[config.mk]
export PLATFORM = sky130hd
export DESIGN_NAME = pag_guard
export DESIGN_NICKNAME = d
export VERILOG_FILES = /design/src/rtl/pag_pkg.sv /design/src/rtl/pag_class_if.sv /design/src/rtl/pag_classifier.sv /design/src/rtl/pag_guard.sv
export VERILOG_INCLUDE_DIRS = /design/src /design/src/rtl
export SDC_FILE = /design/constraint.sdc
export NUM_CORES = 1
export LEC_CHECK = 0
export BUFFER_PORTS_ARGS = -buffer_cell sky130_fd_sc_hd__clkbuf_2
export CORE_MARGIN = 2
export CORE_UTILIZATION = 55
export DETAILED_ROUTE_END_ITERATION = 10
export PLACE_DENSITY = 0.77
export SLEW_MARGIN = 5
export SYNTH_ARGS = -nofsm -noshare
export SYNTH_HDL_FRONTEND = slang
export SYNTH_SLANG_ARGS = --single-unit
[constraint.sdc]
create_clock -name i_clock -period 3.2 [get_ports i_clock]
set_input_delay 0.48 -clock i_clock [delete_from_list [all_inputs] [get_ports i_clock]]
set_output_delay 0.48 -clock i_clock [all_outputs]
set_load 0.03 [all_outputs]
[src/rtl/pag_consts.svh]
// Functional notes
// - protect 0: write only stopped, panel mode
// - protect 0: carrier writes running panel only
// - protect 1: refuse writes, keep serving reads
// - protect 1: refuse clear and all clear
// - protect 1: listed settings stay writable
// - protect 2: writes in any mode, state
// - protect 2: listed settings locked while running
// - protect 2: input terminal assignments locked running
// - protect 2: output terminal assignments locked running
// - protect setting writable in any mode, state
// - protect, direction lock need extended view
// - direction lock: 0 both, 1 no rev, 2 no fwd
// - direction lock covers every command source
// - view 9999 basic only, 0 basic plus extended
// - serial reads see all unless source select 2
// - fitted unit makes jog, contrast basic
// - source select 9999: unit beats panel
`ifndef PAG_CONSTS_SVH
`define PAG_CONSTS_SVH

`define PAG_WP_RESET 16'h0000
`define PAG_DIR_RESET 16'h0000
`define PAG_VIEW_RESET 16'h270f

`define PAG_WP_STOP_ONLY 16'h0000
`define PAG_WP_LOCKED 16'h0001
`define PAG_WP_ALWAYS 16'h0002

`define PAG_DIR_NO_REV 16'h0001
`define PAG_DIR_NO_FWD 16'h0002
`define PAG_DIR_MAX 16'h0002

`define PAG_VIEW_ALL 16'h0000
`define PAG_VIEW_BASIC 16'h270f

`define PAG_LCS_SERIAL 16'h0002
`define PAG_LCS_UNIT_PRIO 16'h270f

`define PAG_RD_ZERO 16'h0000

`define PAG_PN_WP 10'h04d
`define PAG_PN_DIR 10'h04e
`define PAG_PN_VIEW 10'h0a0
`define PAG_PN_CARRIER 10'h048
`define PAG_PN_SOFT_CARRIER 10'h0f0

`define PAG_UNIT_BASIC_LIST 10'h00f, 10'h010, 10'h3df
`define PAG_BASIC_LIST 10'h000, 10'h001, 10'h002, 10'h003, 10'h004, 10'h005, \
  10'h006, 10'h007, 10'h008, 10'h009, 10'h04f
`define PAG_EXEMPT_LIST 10'h016, 10'h04b, 10'h04d, 10'h04f, 10'h0a0, 10'h128, 10'h129
`define PAG_RUNLOCK_LIST 10'h017, 10'h028, 10'h030, 10'h03c, 10'h042, 10'h047, \
  10'h04f, 10'h050, 10'h052, 10'h053, 10'h054, 10'h05a, 10'h060, 10'h0ff, 10'h100, \
  10'h101, 10'h102, 10'h105, 10'h12a, 10'h157, 10'h1c2, 10'h231, 10'h233, 10'h234
`define PAG_IN_TERM_LIST 10'h0b2, 10'h0b3, 10'h0b4, 10'h0b5, 10'h0b6
`define PAG_OUT_TERM_LIST 10'h0be, 10'h0c0, 10'h0c5

`endif

[src/rtl/pag_pkg.sv]
package pag_pkg;

  typedef logic [9:0] pag_num_t;

  typedef enum logic [1:0] {
    PAG_MODE_PANEL = 2'b00,
    PAG_MODE_EXTERNAL = 2'b01,
    PAG_MODE_NET = 2'b10
  } pag_mode_e;

  typedef enum logic [1:0] {
    PAG_SRC_PANEL = 2'b00,
    PAG_SRC_UNIT = 2'b01,
    PAG_SRC_SERIAL = 2'b10
  } pag_src_e;

  typedef struct packed {
    logic [15:0] write_protect_select;
    logic [15:0] direction_lock_select;
    logic [15:0] extended_view_select;
    logic wr_done;
    logic wr_refused;
    logic clr_done;
    logic clr_refused;
    logic rd_done;
    logic rd_refused;
    logic [15:0] rd_data;
    logic store_strobe;
    pag_num_t store_num;
    logic [15:0] store_data;
    logic run_fwd;
    logic run_rev;
    logic unit_is_local;
    logic fwd_s1;
    logic fwd_s2;
    logic rev_s1;
    logic rev_s2;
  } pag_state_s;

endpackage : pag_pkg

[src/rtl/pag_class_if.sv]
interface pag_class_if;
  pag_pkg::pag_num_t num;
  logic unit_fitted;
  logic basic;
  logic exempt;
  logic runlock;
  logic carrier;

  modport classifier(input num, input unit_fitted,
                     output basic, output exempt, output runlock, output carrier);
  modport user(output num, output unit_fitted,
               input basic, input exempt, input runlock, input carrier);
endinterface : pag_class_if

[src/rtl/pag_classifier.sv]
`include "pag_consts.svh"

module pag_classifier (
  pag_class_if.classifier c
);

  always_comb begin
    c.basic = 1'b0;
    c.exempt = 1'b0;
    c.runlock = 1'b0;
    c.carrier = 1'b0;
    case (c.num)
      `PAG_BASIC_LIST: c.basic = 1'b1;
      `PAG_UNIT_BASIC_LIST: c.basic = c.unit_fitted;
      default: c.basic = 1'b0;
    endcase
    case (c.num)
      `PAG_EXEMPT_LIST: c.exempt = 1'b1;
      default: c.exempt = 1'b0;
    endcase
    case (c.num)
      `PAG_RUNLOCK_LIST: c.runlock = 1'b1;
      `PAG_IN_TERM_LIST: c.runlock = 1'b1;
      `PAG_OUT_TERM_LIST: c.runlock = 1'b1;
      default: c.runlock = 1'b0;
    endcase
    c.carrier = (c.num == `PAG_PN_CARRIER) || (c.num == `PAG_PN_SOFT_CARRIER);
  end

endmodule : pag_classifier

[src/rtl/pag_guard.sv]
`include "pag_consts.svh"

module pag_guard (
  input wire logic i_clock,
  input wire logic i_rst_n,
  input wire logic i_running,
  input wire logic [1:0] i_op_mode,
  input wire logic i_unit_fitted,
  input wire logic [15:0] i_local_command_source_select,
  input wire logic i_wr_req,
  input wire logic [1:0] i_wr_src,
  input wire logic [9:0] i_wr_num,
  input wire logic [15:0] i_wr_data,
  input wire logic i_clear_req,
  input wire logic i_all_clear_req,
  input wire logic i_rd_req,
  input wire logic [1:0] i_rd_src,
  input wire logic [9:0] i_rd_num,
  input wire logic i_panel_fwd,
  input wire logic i_panel_rev,
  input wire logic i_unit_fwd,
  input wire logic i_unit_rev,
  input wire logic i_start_forward,
  input wire logic i_start_reverse,
  input wire logic i_serial_fwd,
  input wire logic i_serial_rev,
  output logic o_wr_done,
  output logic o_wr_refused,
  output logic o_clr_done,
  output logic o_clr_refused,
  output logic o_rd_done,
  output logic o_rd_refused,
  output logic [15:0] o_rd_data,
  output logic o_store_strobe,
  output logic [9:0] o_store_num,
  output logic [15:0] o_store_data,
  output logic o_run_fwd,
  output logic o_run_rev,
  output logic o_unit_is_local
);

  ////////////////////////////////////////////////////////////////////////////////
  // state, classification

  localparam pag_pkg::pag_state_s RESET_STATE = '{
    write_protect_select: `PAG_WP_RESET,
    direction_lock_select: `PAG_DIR_RESET,
    extended_view_select: `PAG_VIEW_RESET,
    rd_data: `PAG_RD_ZERO,
    store_num: '0,
    store_data: '0,
    default: 1'b0
  };

  pag_pkg::pag_state_s st;
  pag_pkg::pag_state_s next_st;
  pag_pkg::pag_mode_e mode;
  pag_pkg::pag_src_e wr_src;
  pag_pkg::pag_src_e rd_src;
  logic wr_visible;
  logic rd_visible;
  logic val_ok;
  logic wr_ok;
  logic clr_ok;
  logic clear_any;
  logic cmd_fwd;
  logic cmd_rev;

  pag_class_if wcls ();
  pag_class_if rcls ();

  assign wcls.num = i_wr_num;
  assign wcls.unit_fitted = i_unit_fitted;
  assign rcls.num = i_rd_num;
  assign rcls.unit_fitted = i_unit_fitted;

  pag_classifier u_wr_class (
    .c(wcls.classifier)
  );

  pag_classifier u_rd_class (
    .c(rcls.classifier)
  );

  assign mode = pag_pkg::pag_mode_e'(i_op_mode);
  assign wr_src = pag_pkg::pag_src_e'(i_wr_src);
  assign rd_src = pag_pkg::pag_src_e'(i_rd_src);

  ////////////////////////////////////////////////////////////////////////////////
  // access decisions

  function automatic logic can_see(input pag_pkg::pag_src_e src, input logic basic,
                                   input logic [15:0] view, input logic [15:0] lcs);
    can_see = ((src == pag_pkg::PAG_SRC_SERIAL) && (lcs != `PAG_LCS_SERIAL))
              || (view == `PAG_VIEW_ALL) || basic;
  endfunction : can_see

  function automatic logic write_allowed(input logic [15:0] wp, input logic running,
                                         input pag_pkg::pag_mode_e md, input logic exempt,
                                         input logic runlock, input logic carrier,
                                         input logic is_wp);
    if (is_wp) begin
      write_allowed = 1'b1;
    end else if (wp == `PAG_WP_LOCKED) begin
      write_allowed = exempt;
    end else if (wp == `PAG_WP_ALWAYS) begin
      write_allowed = !(running && runlock);
    end else if (wp == `PAG_WP_STOP_ONLY) begin
      write_allowed = (md == pag_pkg::PAG_MODE_PANEL) && (!running || carrier);
    end else begin
      write_allowed = 1'b0;
    end
  endfunction : write_allowed

  assign wr_visible = can_see(wr_src, wcls.basic, st.extended_view_select,
                              i_local_command_source_select);
  assign rd_visible = can_see(rd_src, rcls.basic, st.extended_view_select,
                              i_local_command_source_select);

  always_comb begin
    if (i_wr_num == `PAG_PN_WP) begin
      val_ok = i_wr_data <= `PAG_WP_ALWAYS;
    end else if (i_wr_num == `PAG_PN_DIR) begin
      val_ok = i_wr_data <= `PAG_DIR_MAX;
    end else if (i_wr_num == `PAG_PN_VIEW) begin
      val_ok = (i_wr_data == `PAG_VIEW_ALL) || (i_wr_data == `PAG_VIEW_BASIC);
    end else begin
      val_ok = 1'b1;
    end
  end

  assign wr_ok = wr_visible && val_ok &&
                 write_allowed(st.write_protect_select, i_running, mode, wcls.exempt,
                               wcls.runlock, wcls.carrier, i_wr_num == `PAG_PN_WP);
  assign clr_ok = write_allowed(st.write_protect_select, i_running, mode, 1'b0,
                                1'b0, 1'b0, 1'b0);
  assign clear_any = i_clear_req || i_all_clear_req;

  ////////////////////////////////////////////////////////////////////////////////
  // direction commands

  always_comb begin
    case (mode)
      pag_pkg::PAG_MODE_PANEL: begin
        cmd_fwd = st.unit_is_local ? i_unit_fwd : i_panel_fwd;
        cmd_rev = st.unit_is_local ? i_unit_rev : i_panel_rev;
      end
      pag_pkg::PAG_MODE_EXTERNAL: begin
        cmd_fwd = st.fwd_s2;
        cmd_rev = st.rev_s2;
      end
      pag_pkg::PAG_MODE_NET: begin
        cmd_fwd = i_serial_fwd;
        cmd_rev = i_serial_rev;
      end
      default: begin
        cmd_fwd = 1'b0;
        cmd_rev = 1'b0;
      end
    endcase
  end

  ////////////////////////////////////////////////////////////////////////////////
  // next state

  always_comb begin
    next_st = st;
    next_st.fwd_s1 = i_start_forward;
    next_st.fwd_s2 = st.fwd_s1;
    next_st.rev_s1 = i_start_reverse;
    next_st.rev_s2 = st.rev_s1;
    next_st.wr_done = 1'b0;
    next_st.wr_refused = 1'b0;
    next_st.clr_done = 1'b0;
    next_st.clr_refused = 1'b0;
    next_st.rd_done = 1'b0;
    next_st.rd_refused = 1'b0;
    next_st.store_strobe = 1'b0;
    if (i_wr_req) begin
      if (wr_ok) begin
        next_st.wr_done = 1'b1;
        if (i_wr_num == `PAG_PN_WP) begin
          next_st.write_protect_select = i_wr_data;
        end else if (i_wr_num == `PAG_PN_DIR) begin
          next_st.direction_lock_select = i_wr_data;
        end else if (i_wr_num == `PAG_PN_VIEW) begin
          next_st.extended_view_select = i_wr_data;
        end else begin
          next_st.store_strobe = 1'b1;
          next_st.store_num = i_wr_num;
          next_st.store_data = i_wr_data;
        end
      end else begin
        next_st.wr_refused = 1'b1;
      end
    end
    if (clear_any) begin
      if (clr_ok) begin
        next_st.clr_done = 1'b1;
        next_st.direction_lock_select = `PAG_DIR_RESET;
        next_st.extended_view_select = `PAG_VIEW_RESET;
        if (i_all_clear_req) begin
          next_st.write_protect_select = `PAG_WP_RESET;
        end
      end else begin
        next_st.clr_refused = 1'b1;
      end
    end
    if (i_rd_req) begin
      next_st.rd_data = `PAG_RD_ZERO;
      if (rd_visible) begin
        next_st.rd_done = 1'b1;
        if (i_rd_num == `PAG_PN_WP) begin
          next_st.rd_data = st.write_protect_select;
        end else if (i_rd_num == `PAG_PN_DIR) begin
          next_st.rd_data = st.direction_lock_select;
        end else if (i_rd_num == `PAG_PN_VIEW) begin
          next_st.rd_data = st.extended_view_select;
        end
      end else begin
        next_st.rd_refused = 1'b1;
      end
    end
    next_st.run_fwd = cmd_fwd && (st.direction_lock_select != `PAG_DIR_NO_FWD);
    next_st.run_rev = cmd_rev && (st.direction_lock_select != `PAG_DIR_NO_REV);
    next_st.unit_is_local = i_unit_fitted &&
                            (i_local_command_source_select == `PAG_LCS_UNIT_PRIO);
  end

  always_ff @(posedge i_clock or negedge i_rst_n) begin
    if (!i_rst_n) begin
      st <= RESET_STATE;
    end else begin
      st <= next_st;
    end
  end

  assign o_wr_done = st.wr_done;
  assign o_wr_refused = st.wr_refused;
  assign o_clr_done = st.clr_done;
  assign o_clr_refused = st.clr_refused;
  assign o_rd_done = st.rd_done;
  assign o_rd_refused = st.rd_refused;
  assign o_rd_data = st.rd_data;
  assign o_store_strobe = st.store_strobe;
  assign o_store_num = st.store_num;
  assign o_store_data = st.store_data;
  assign o_run_fwd = st.run_fwd;
  assign o_run_rev = st.run_rev;
  assign o_unit_is_local = st.unit_is_local;
endmodule : pag_guard

==> Word level (Yosys, flattened, before mapping) <==
Cells that the tools add are included.
{ "totals": {"register_bits": 104, "in_bits": 74, "out_inout_bits": 52} }
{ "classes": {"order_cmp": 1, "n_eq_ne": 80, "n_mux": 44, "bitwise_logic": 3, "reduce_logical": 33} }
{ "ops": {"columns": ["cell", "n"], "rows": [
  ["$eq 10x7->1 const B", 16],
  ["$mux 16", 9],
  ["$mux 27", 5],
  ["$eq 10x8->1 const B", 12],
  ["$mux 48", 2],
  ["$eq 10x9->1 const B", 9],
  ["$eq 10x3->1 const B", 8],
  ["$eq 10x4->1 const B", 6],
  ["$eq 10x10->1 const B", 5],
  ["$mux 50", 1],
  ["$mux 49", 1],
  ["$logic_not 16->1", 3],
  ["$eq 10x2->1 const B", 4],
  ["$eq 10x5->1 const B", 4],
  ["$eq 16x14->1 const B", 2],
  ["$mux 32", 1],
  ["$ne 16x2->1 const B", 2],
  ["$reduce_or 32->1", 1],
  ["$eq 10x6->1 const B", 3],
  ["$reduce_or 11->1", 2],
  ["$eq 10x1->1 const B", 2],
  ["$logic_not 10->1", 2],
  ["$mux 1", 19],
  ["$mux 18", 1],
  ["17 further kinds", 41]
]} }

==> Logic depth before layout (Yosys ltp) <==
{ "logic_depth": {"word_depth": 14, "ltp_mapped": 11, "depth_no_buf": 8} }

==> Hierarchy <==
Synthesis repeated with hierarchy kept, for this count alone.
{ "hier_totals": {"hier_cells": 579, "hier_area_um2": 6018.3} }
{ "by_module_without_submodules": {"columns": ["mod", "n_inst", "cells_each", "area_each_um2"], "rows": [
  ["pag_guard", 1, 397, 4869.7],
  ["pag_classifier", 2, 91, 574.3]
]} }

==> Worst setup path after synthesis <==
Ideal clock, no wire load.
{ "synth_timing": {"kind": "input-to-reg", "startpoint": "input i_local_command_source_select[8]", "endpoint": "register st, in the netlist o_store_data[14]", "setup_ps": 125, "arrival_time_ps": 2555, "slack_ps": 520, "path_stages": 8, "n_path_buf": 1, "path_cell_list": "or4_1 or3_1 a221o_1 nand3_2 a311oi_4 nand2_4 buf_6 mux2_4"} }
{ "synth_between": {"elab_chain_cells": 7} }
{ "synth_lines": {"columns": ["item", "line_no", "source"], "rows": [
  ["start, declared", "pag_guard.sv:9", "input wire logic [15:0] i_local_command_source_select,"],
  ["$ne 16x2->1 (no line)", null, null],
  ["$logic_and 1x1->1", "pag_guard.sv:94", "can_see = ((src == pag_pkg::PAG_SRC_SERIAL) && (lcs != `PAG_LCS_SERIAL))"],
  ["$logic_or 1x1->1 (2 in series)", "pag_guard.sv:94", null],
  ["$logic_and 1x1->1 (2 in series)", "pag_guard.sv:132", "assign wr_ok = wr_visible && val_ok &&"],
  ["$reduce_and 5->1 (no line)", null, null],
  ["end signal, assigned", "pag_guard.sv:234", "st <= next_st;"],
  ["end, declared", "pag_guard.sv:55", "pag_pkg::pag_state_s st;"]
]} }
No other way between the ends.
A chain may end at the register's enable or synchronous reset.

==> results.txt <==
- The flow ran to the end, and the final reports show no timing, DRC or antenna violations.
* Post-DP HPWL: 9970 µm
* Die span in y: 105 µm
- Timing would allow up to 352 MHz.
- The critical path ends at st[59].
- The region available for standard cell placement spans 10,100 µm².
* Final period utilization: 88.7%
- For the worst flop-to-flop path, the logic depth is 8.
- Once the clock tree was built, the setup fixing pass inserted 0 buffers.
- Kind of critical path: register to register
- The number of pins exceeding their max-slew limit in the final report is 0.
* Total of fill cells in the finished design: 819
* Library cell used as clock root buffer: clkbuf_8
* Register cell area after layout: 2610 µm²
* Most instantiated library cell after synthesis: dfrtp_1
* Cell type contributing the most total cell area after synthesis: dfrtp_1
* Highest cell delay on the worst timing path: 560 ps
- Number of non-filler instances in the completed layout: 757
- The tightest min-delay check is of the input port to register type.
- Sequential share of the synthesized area: 46.2%
* Critical path peak fanout: 8
- The tool flagged a number of max-cap violations equal to 0.
- In the final timing run, aggregate negative setup slack is 0 ps.
* Distinct cell type count of the synthesized netlist: 73
- Total area of multi-input combinational cells: 2520 µm²
- CP Data Arrival Time: 3120 ps
- Mean post-synth cell area: 10.7 µm²
* First-pass GRT wire length: 22,600 µm
* Fraction of layout cells with a size suffix above 1: 37.0%
- The critical path runs through a total of 8 cells.
* Deepest clock path buffer count: 2
- STA classifies the critical path startpoint as a register.
- Entering global routing, the biggest net connects 83 pins.
* Area fraction of the dominant cell type after synthesis: 42.4%
* Detailed-router iteration count before antenna repair: 6
* Required time of the critical path: 3480 ps
* Count of unresolved DRC violations after routing: 0
- Area enclosed by the die boundary: 11,100 µm²
- Most numerous cell types in the synthesized netlist: dfrtp_1 (96), buf_4 (46), nor2_1 (37)
* RSZ-0062 raised after global routing: false
- Once the floorplan was initialized, standard cells occupied 55.8% of the core.
* Async set-reset flop share out of synthesis: 100%
- Tot GR Track Use: 25.4%
* Endpoint of the worst-slack reg-to-reg timing path: st[59]
- TritonCTS built the clock tree.
- Cell area after placement: 6130 µm²
* Worst setup path startpoint: st[101]
- Number of DRC markers after the initial detailed-route iteration: 434
- The clock reaches the later pin of the worst-skew pair after 390 ps.
- Vias in the first global route: 4,394
* Routed wirelength normalized by instance count: 17.8 µm
- For the finished layout, the period the worst path requires is 2840 ps.
- Worst flop-to-flop path startpoint: st[101]
* Routed via count: 4,457
- After clock tree synthesis, the flow added hold-fix buffers numbering 0.
- During synthesis, Yosys emitted a total of 0 warnings.
* Final weighted congestion in routability-driven placement: 0.909
* Post-layout utilization of the core: 62.5%
* Slew HR: 31.7%
- The detail route stage leaves a number of antenna-violating nets equal to 0.
* Gate family responsible for the most delay along the worst path: simple AND/OR/NAND/NOR gates
- VDD sags by at most 0.288 mV.
* Critical path endpoint category: register
- Traced cell by cell, the critical path runs through nor4_2, nand4_1, or3_1, o21ai_2, nor3_2, a311oi_4, nor4b_4, a21oi_1.
- The slowest stage of the critical path belongs to the cell nor4b_4.
- Number of enable-type register cells in the synthesized netlist: 0
* Post-layout nets: 690
- Final Cell Area: 6330 µm²
* Net count after synthesis: 605
* Post-Syn Instances: 531
- Cts bufs inserted: 9
- In this run the static leakage power is 3.09 nW.
- Average vias per placed instance: 5.89
* Fin Clk Skew: 18.2 ps
- Aggregate routed wire length: 13,500 µm
- The count of buffers added on input and output ports is 125.
- CTS HTree Levels: 3
- The worst register-to-register path has a setup slack of 360 ps.
- Clock transition at the register clock pins on the worst setup and hold paths after CTS: 110 ps
- Ports placed on the boundary: 126
- Antenna violations before repair: 0
- Setup violations remaining at the end of the flow were counted as 0.
* Placement row count: 37
* Actual slew at the worst max-slew pin: 1020 ps
- The number of placed instances, taps included, is 741.
- Resize count post-CTS: 0
- Post-Synthesis Cell Area: 5660 µm²
- Antenna Diode Count: 0
- Summed over all layers, the global routing overflow is 0.
- For this design the ratio of total power to cell area is 447 nW/µm².
- Main synth FF type: dfrtp_1
* Num Clock Sinks: 104
* Crit path buf inv count: 0
* Overall die width: 105 µm
- From synthesis to final layout, the design area changed by 11.9%.
- By area the synthesized netlist is led by dfrtp_1 (42%), buf_4 (6.1%), mux2_4 (5.0%), mux2_2 (4.6%), dfstp_2 (3.7%).
- Register bit count reported by yosys: 104
- The number of hold violations in the final report is 0.
- The design draws 2.83 mW.
## worst register-to-register path, stage by stage, from the launching register on
cell and delay [ps]:
dfrtp_1 420, nor4_2 340, nand4_1 210, or3_1 430, o21ai_2 200, nor3_2 100, a311oi_4 360, nor4b_4 570
a21oi_1 120
## metal layers
| metal | track usage, % | vias to the layer above | share of wire [%] |
|---|---|---|---|
| li1 | - | 2069 | - |
| met1 | 37.8 | 2175 | 46 |
| met2 | 38.7 | 199 | 46 |
| met3 | 4.02 | 14 | 6.9 |
| met4 | 7.14 | 0 | 1.2 |
| met5 | 0 | - | 0 |
## cell type report
type                            count  share of cell area, %
Multi-Input combinational cell    346                   39.9
Inverter                           12                  0.711
Clock inverter                      7                   1.26
Clock buffer                        9                   1.96
Tap cell                          136                   2.69
Timing Repair Buffer              143                   12.3
Sequential cell                   104                   41.3
## registers in the layout (all words and copies together) (netlist names)
register         cells
st                  50
o_unit_is_local      1
o_clr_done           1
o_run_fwd            1
o_rd_data           16
o_wr_done            1
o_wr_refused         1
o_clr_refused        1
next_st              2
o_rd_refused         1
o_store_num         10
o_rd_done            1
o_store_strobe       1
o_run_rev            1
o_store_data        16
## per-stage QoR
stage / setup slack (ps) / hold WS [ps]
final: 363 / 207
after floorplan: 520 / 184
after global routing: 202 / 201
after global placement: 193 / 333
after detailed placement: 116 / 350
after CTS: 383 / 202
## cells in the final DEF, fill, tap and decap left out, types with 9 or more instances in the layout
cell type  instances
a21oi_1           22
nand2_1           23
nor4_1            16
buf_4             18
and2_1            31
nand3_1           14
nand4_1           12
clkbuf_8           9
a222oi_1           9
clkbuf_2         124
mux2_2            23
dfrtp_1           96
nor2b_1           10
nor2_1            37
and3_1            12
inv_1             11
mux2_4            19
## kinds of logic after synthesis
logic type / share of synthesized area [%]
flip-flops: 46.2
AO/OA/AOI/OAI: 10.3
multiplexers: 10.3
XOR/XNOR: 0.464
AND/OR/NAND/NOR: 23.5
buffers and inverters: 9.22
## where the power goes
part / internal (mW) / switching (mW) / total (mW)
clock: 0.313 / 0.525 / 0.837
combinational: 0.211 / 0.343 / 0.554
sequential: 1.39 / 0.0445 / 1.44
## worst min-delay path by stage
stage	slack [ps]	endpoint	startpoint	cells after the start
after global routing	200	next_st[0]	i_start_reverse	1
after global placement	330	st[2]	next_st[2]	0
after floorplan	180	next_st[0]	i_rst_n	0
after CTS	200	next_st[0]	i_start_reverse	1
after detailed placement	350	st[0]	next_st[0]	0
final	210	next_st[0]	i_start_reverse	1
Note: power is estimated with default switching activity, not from simulation.
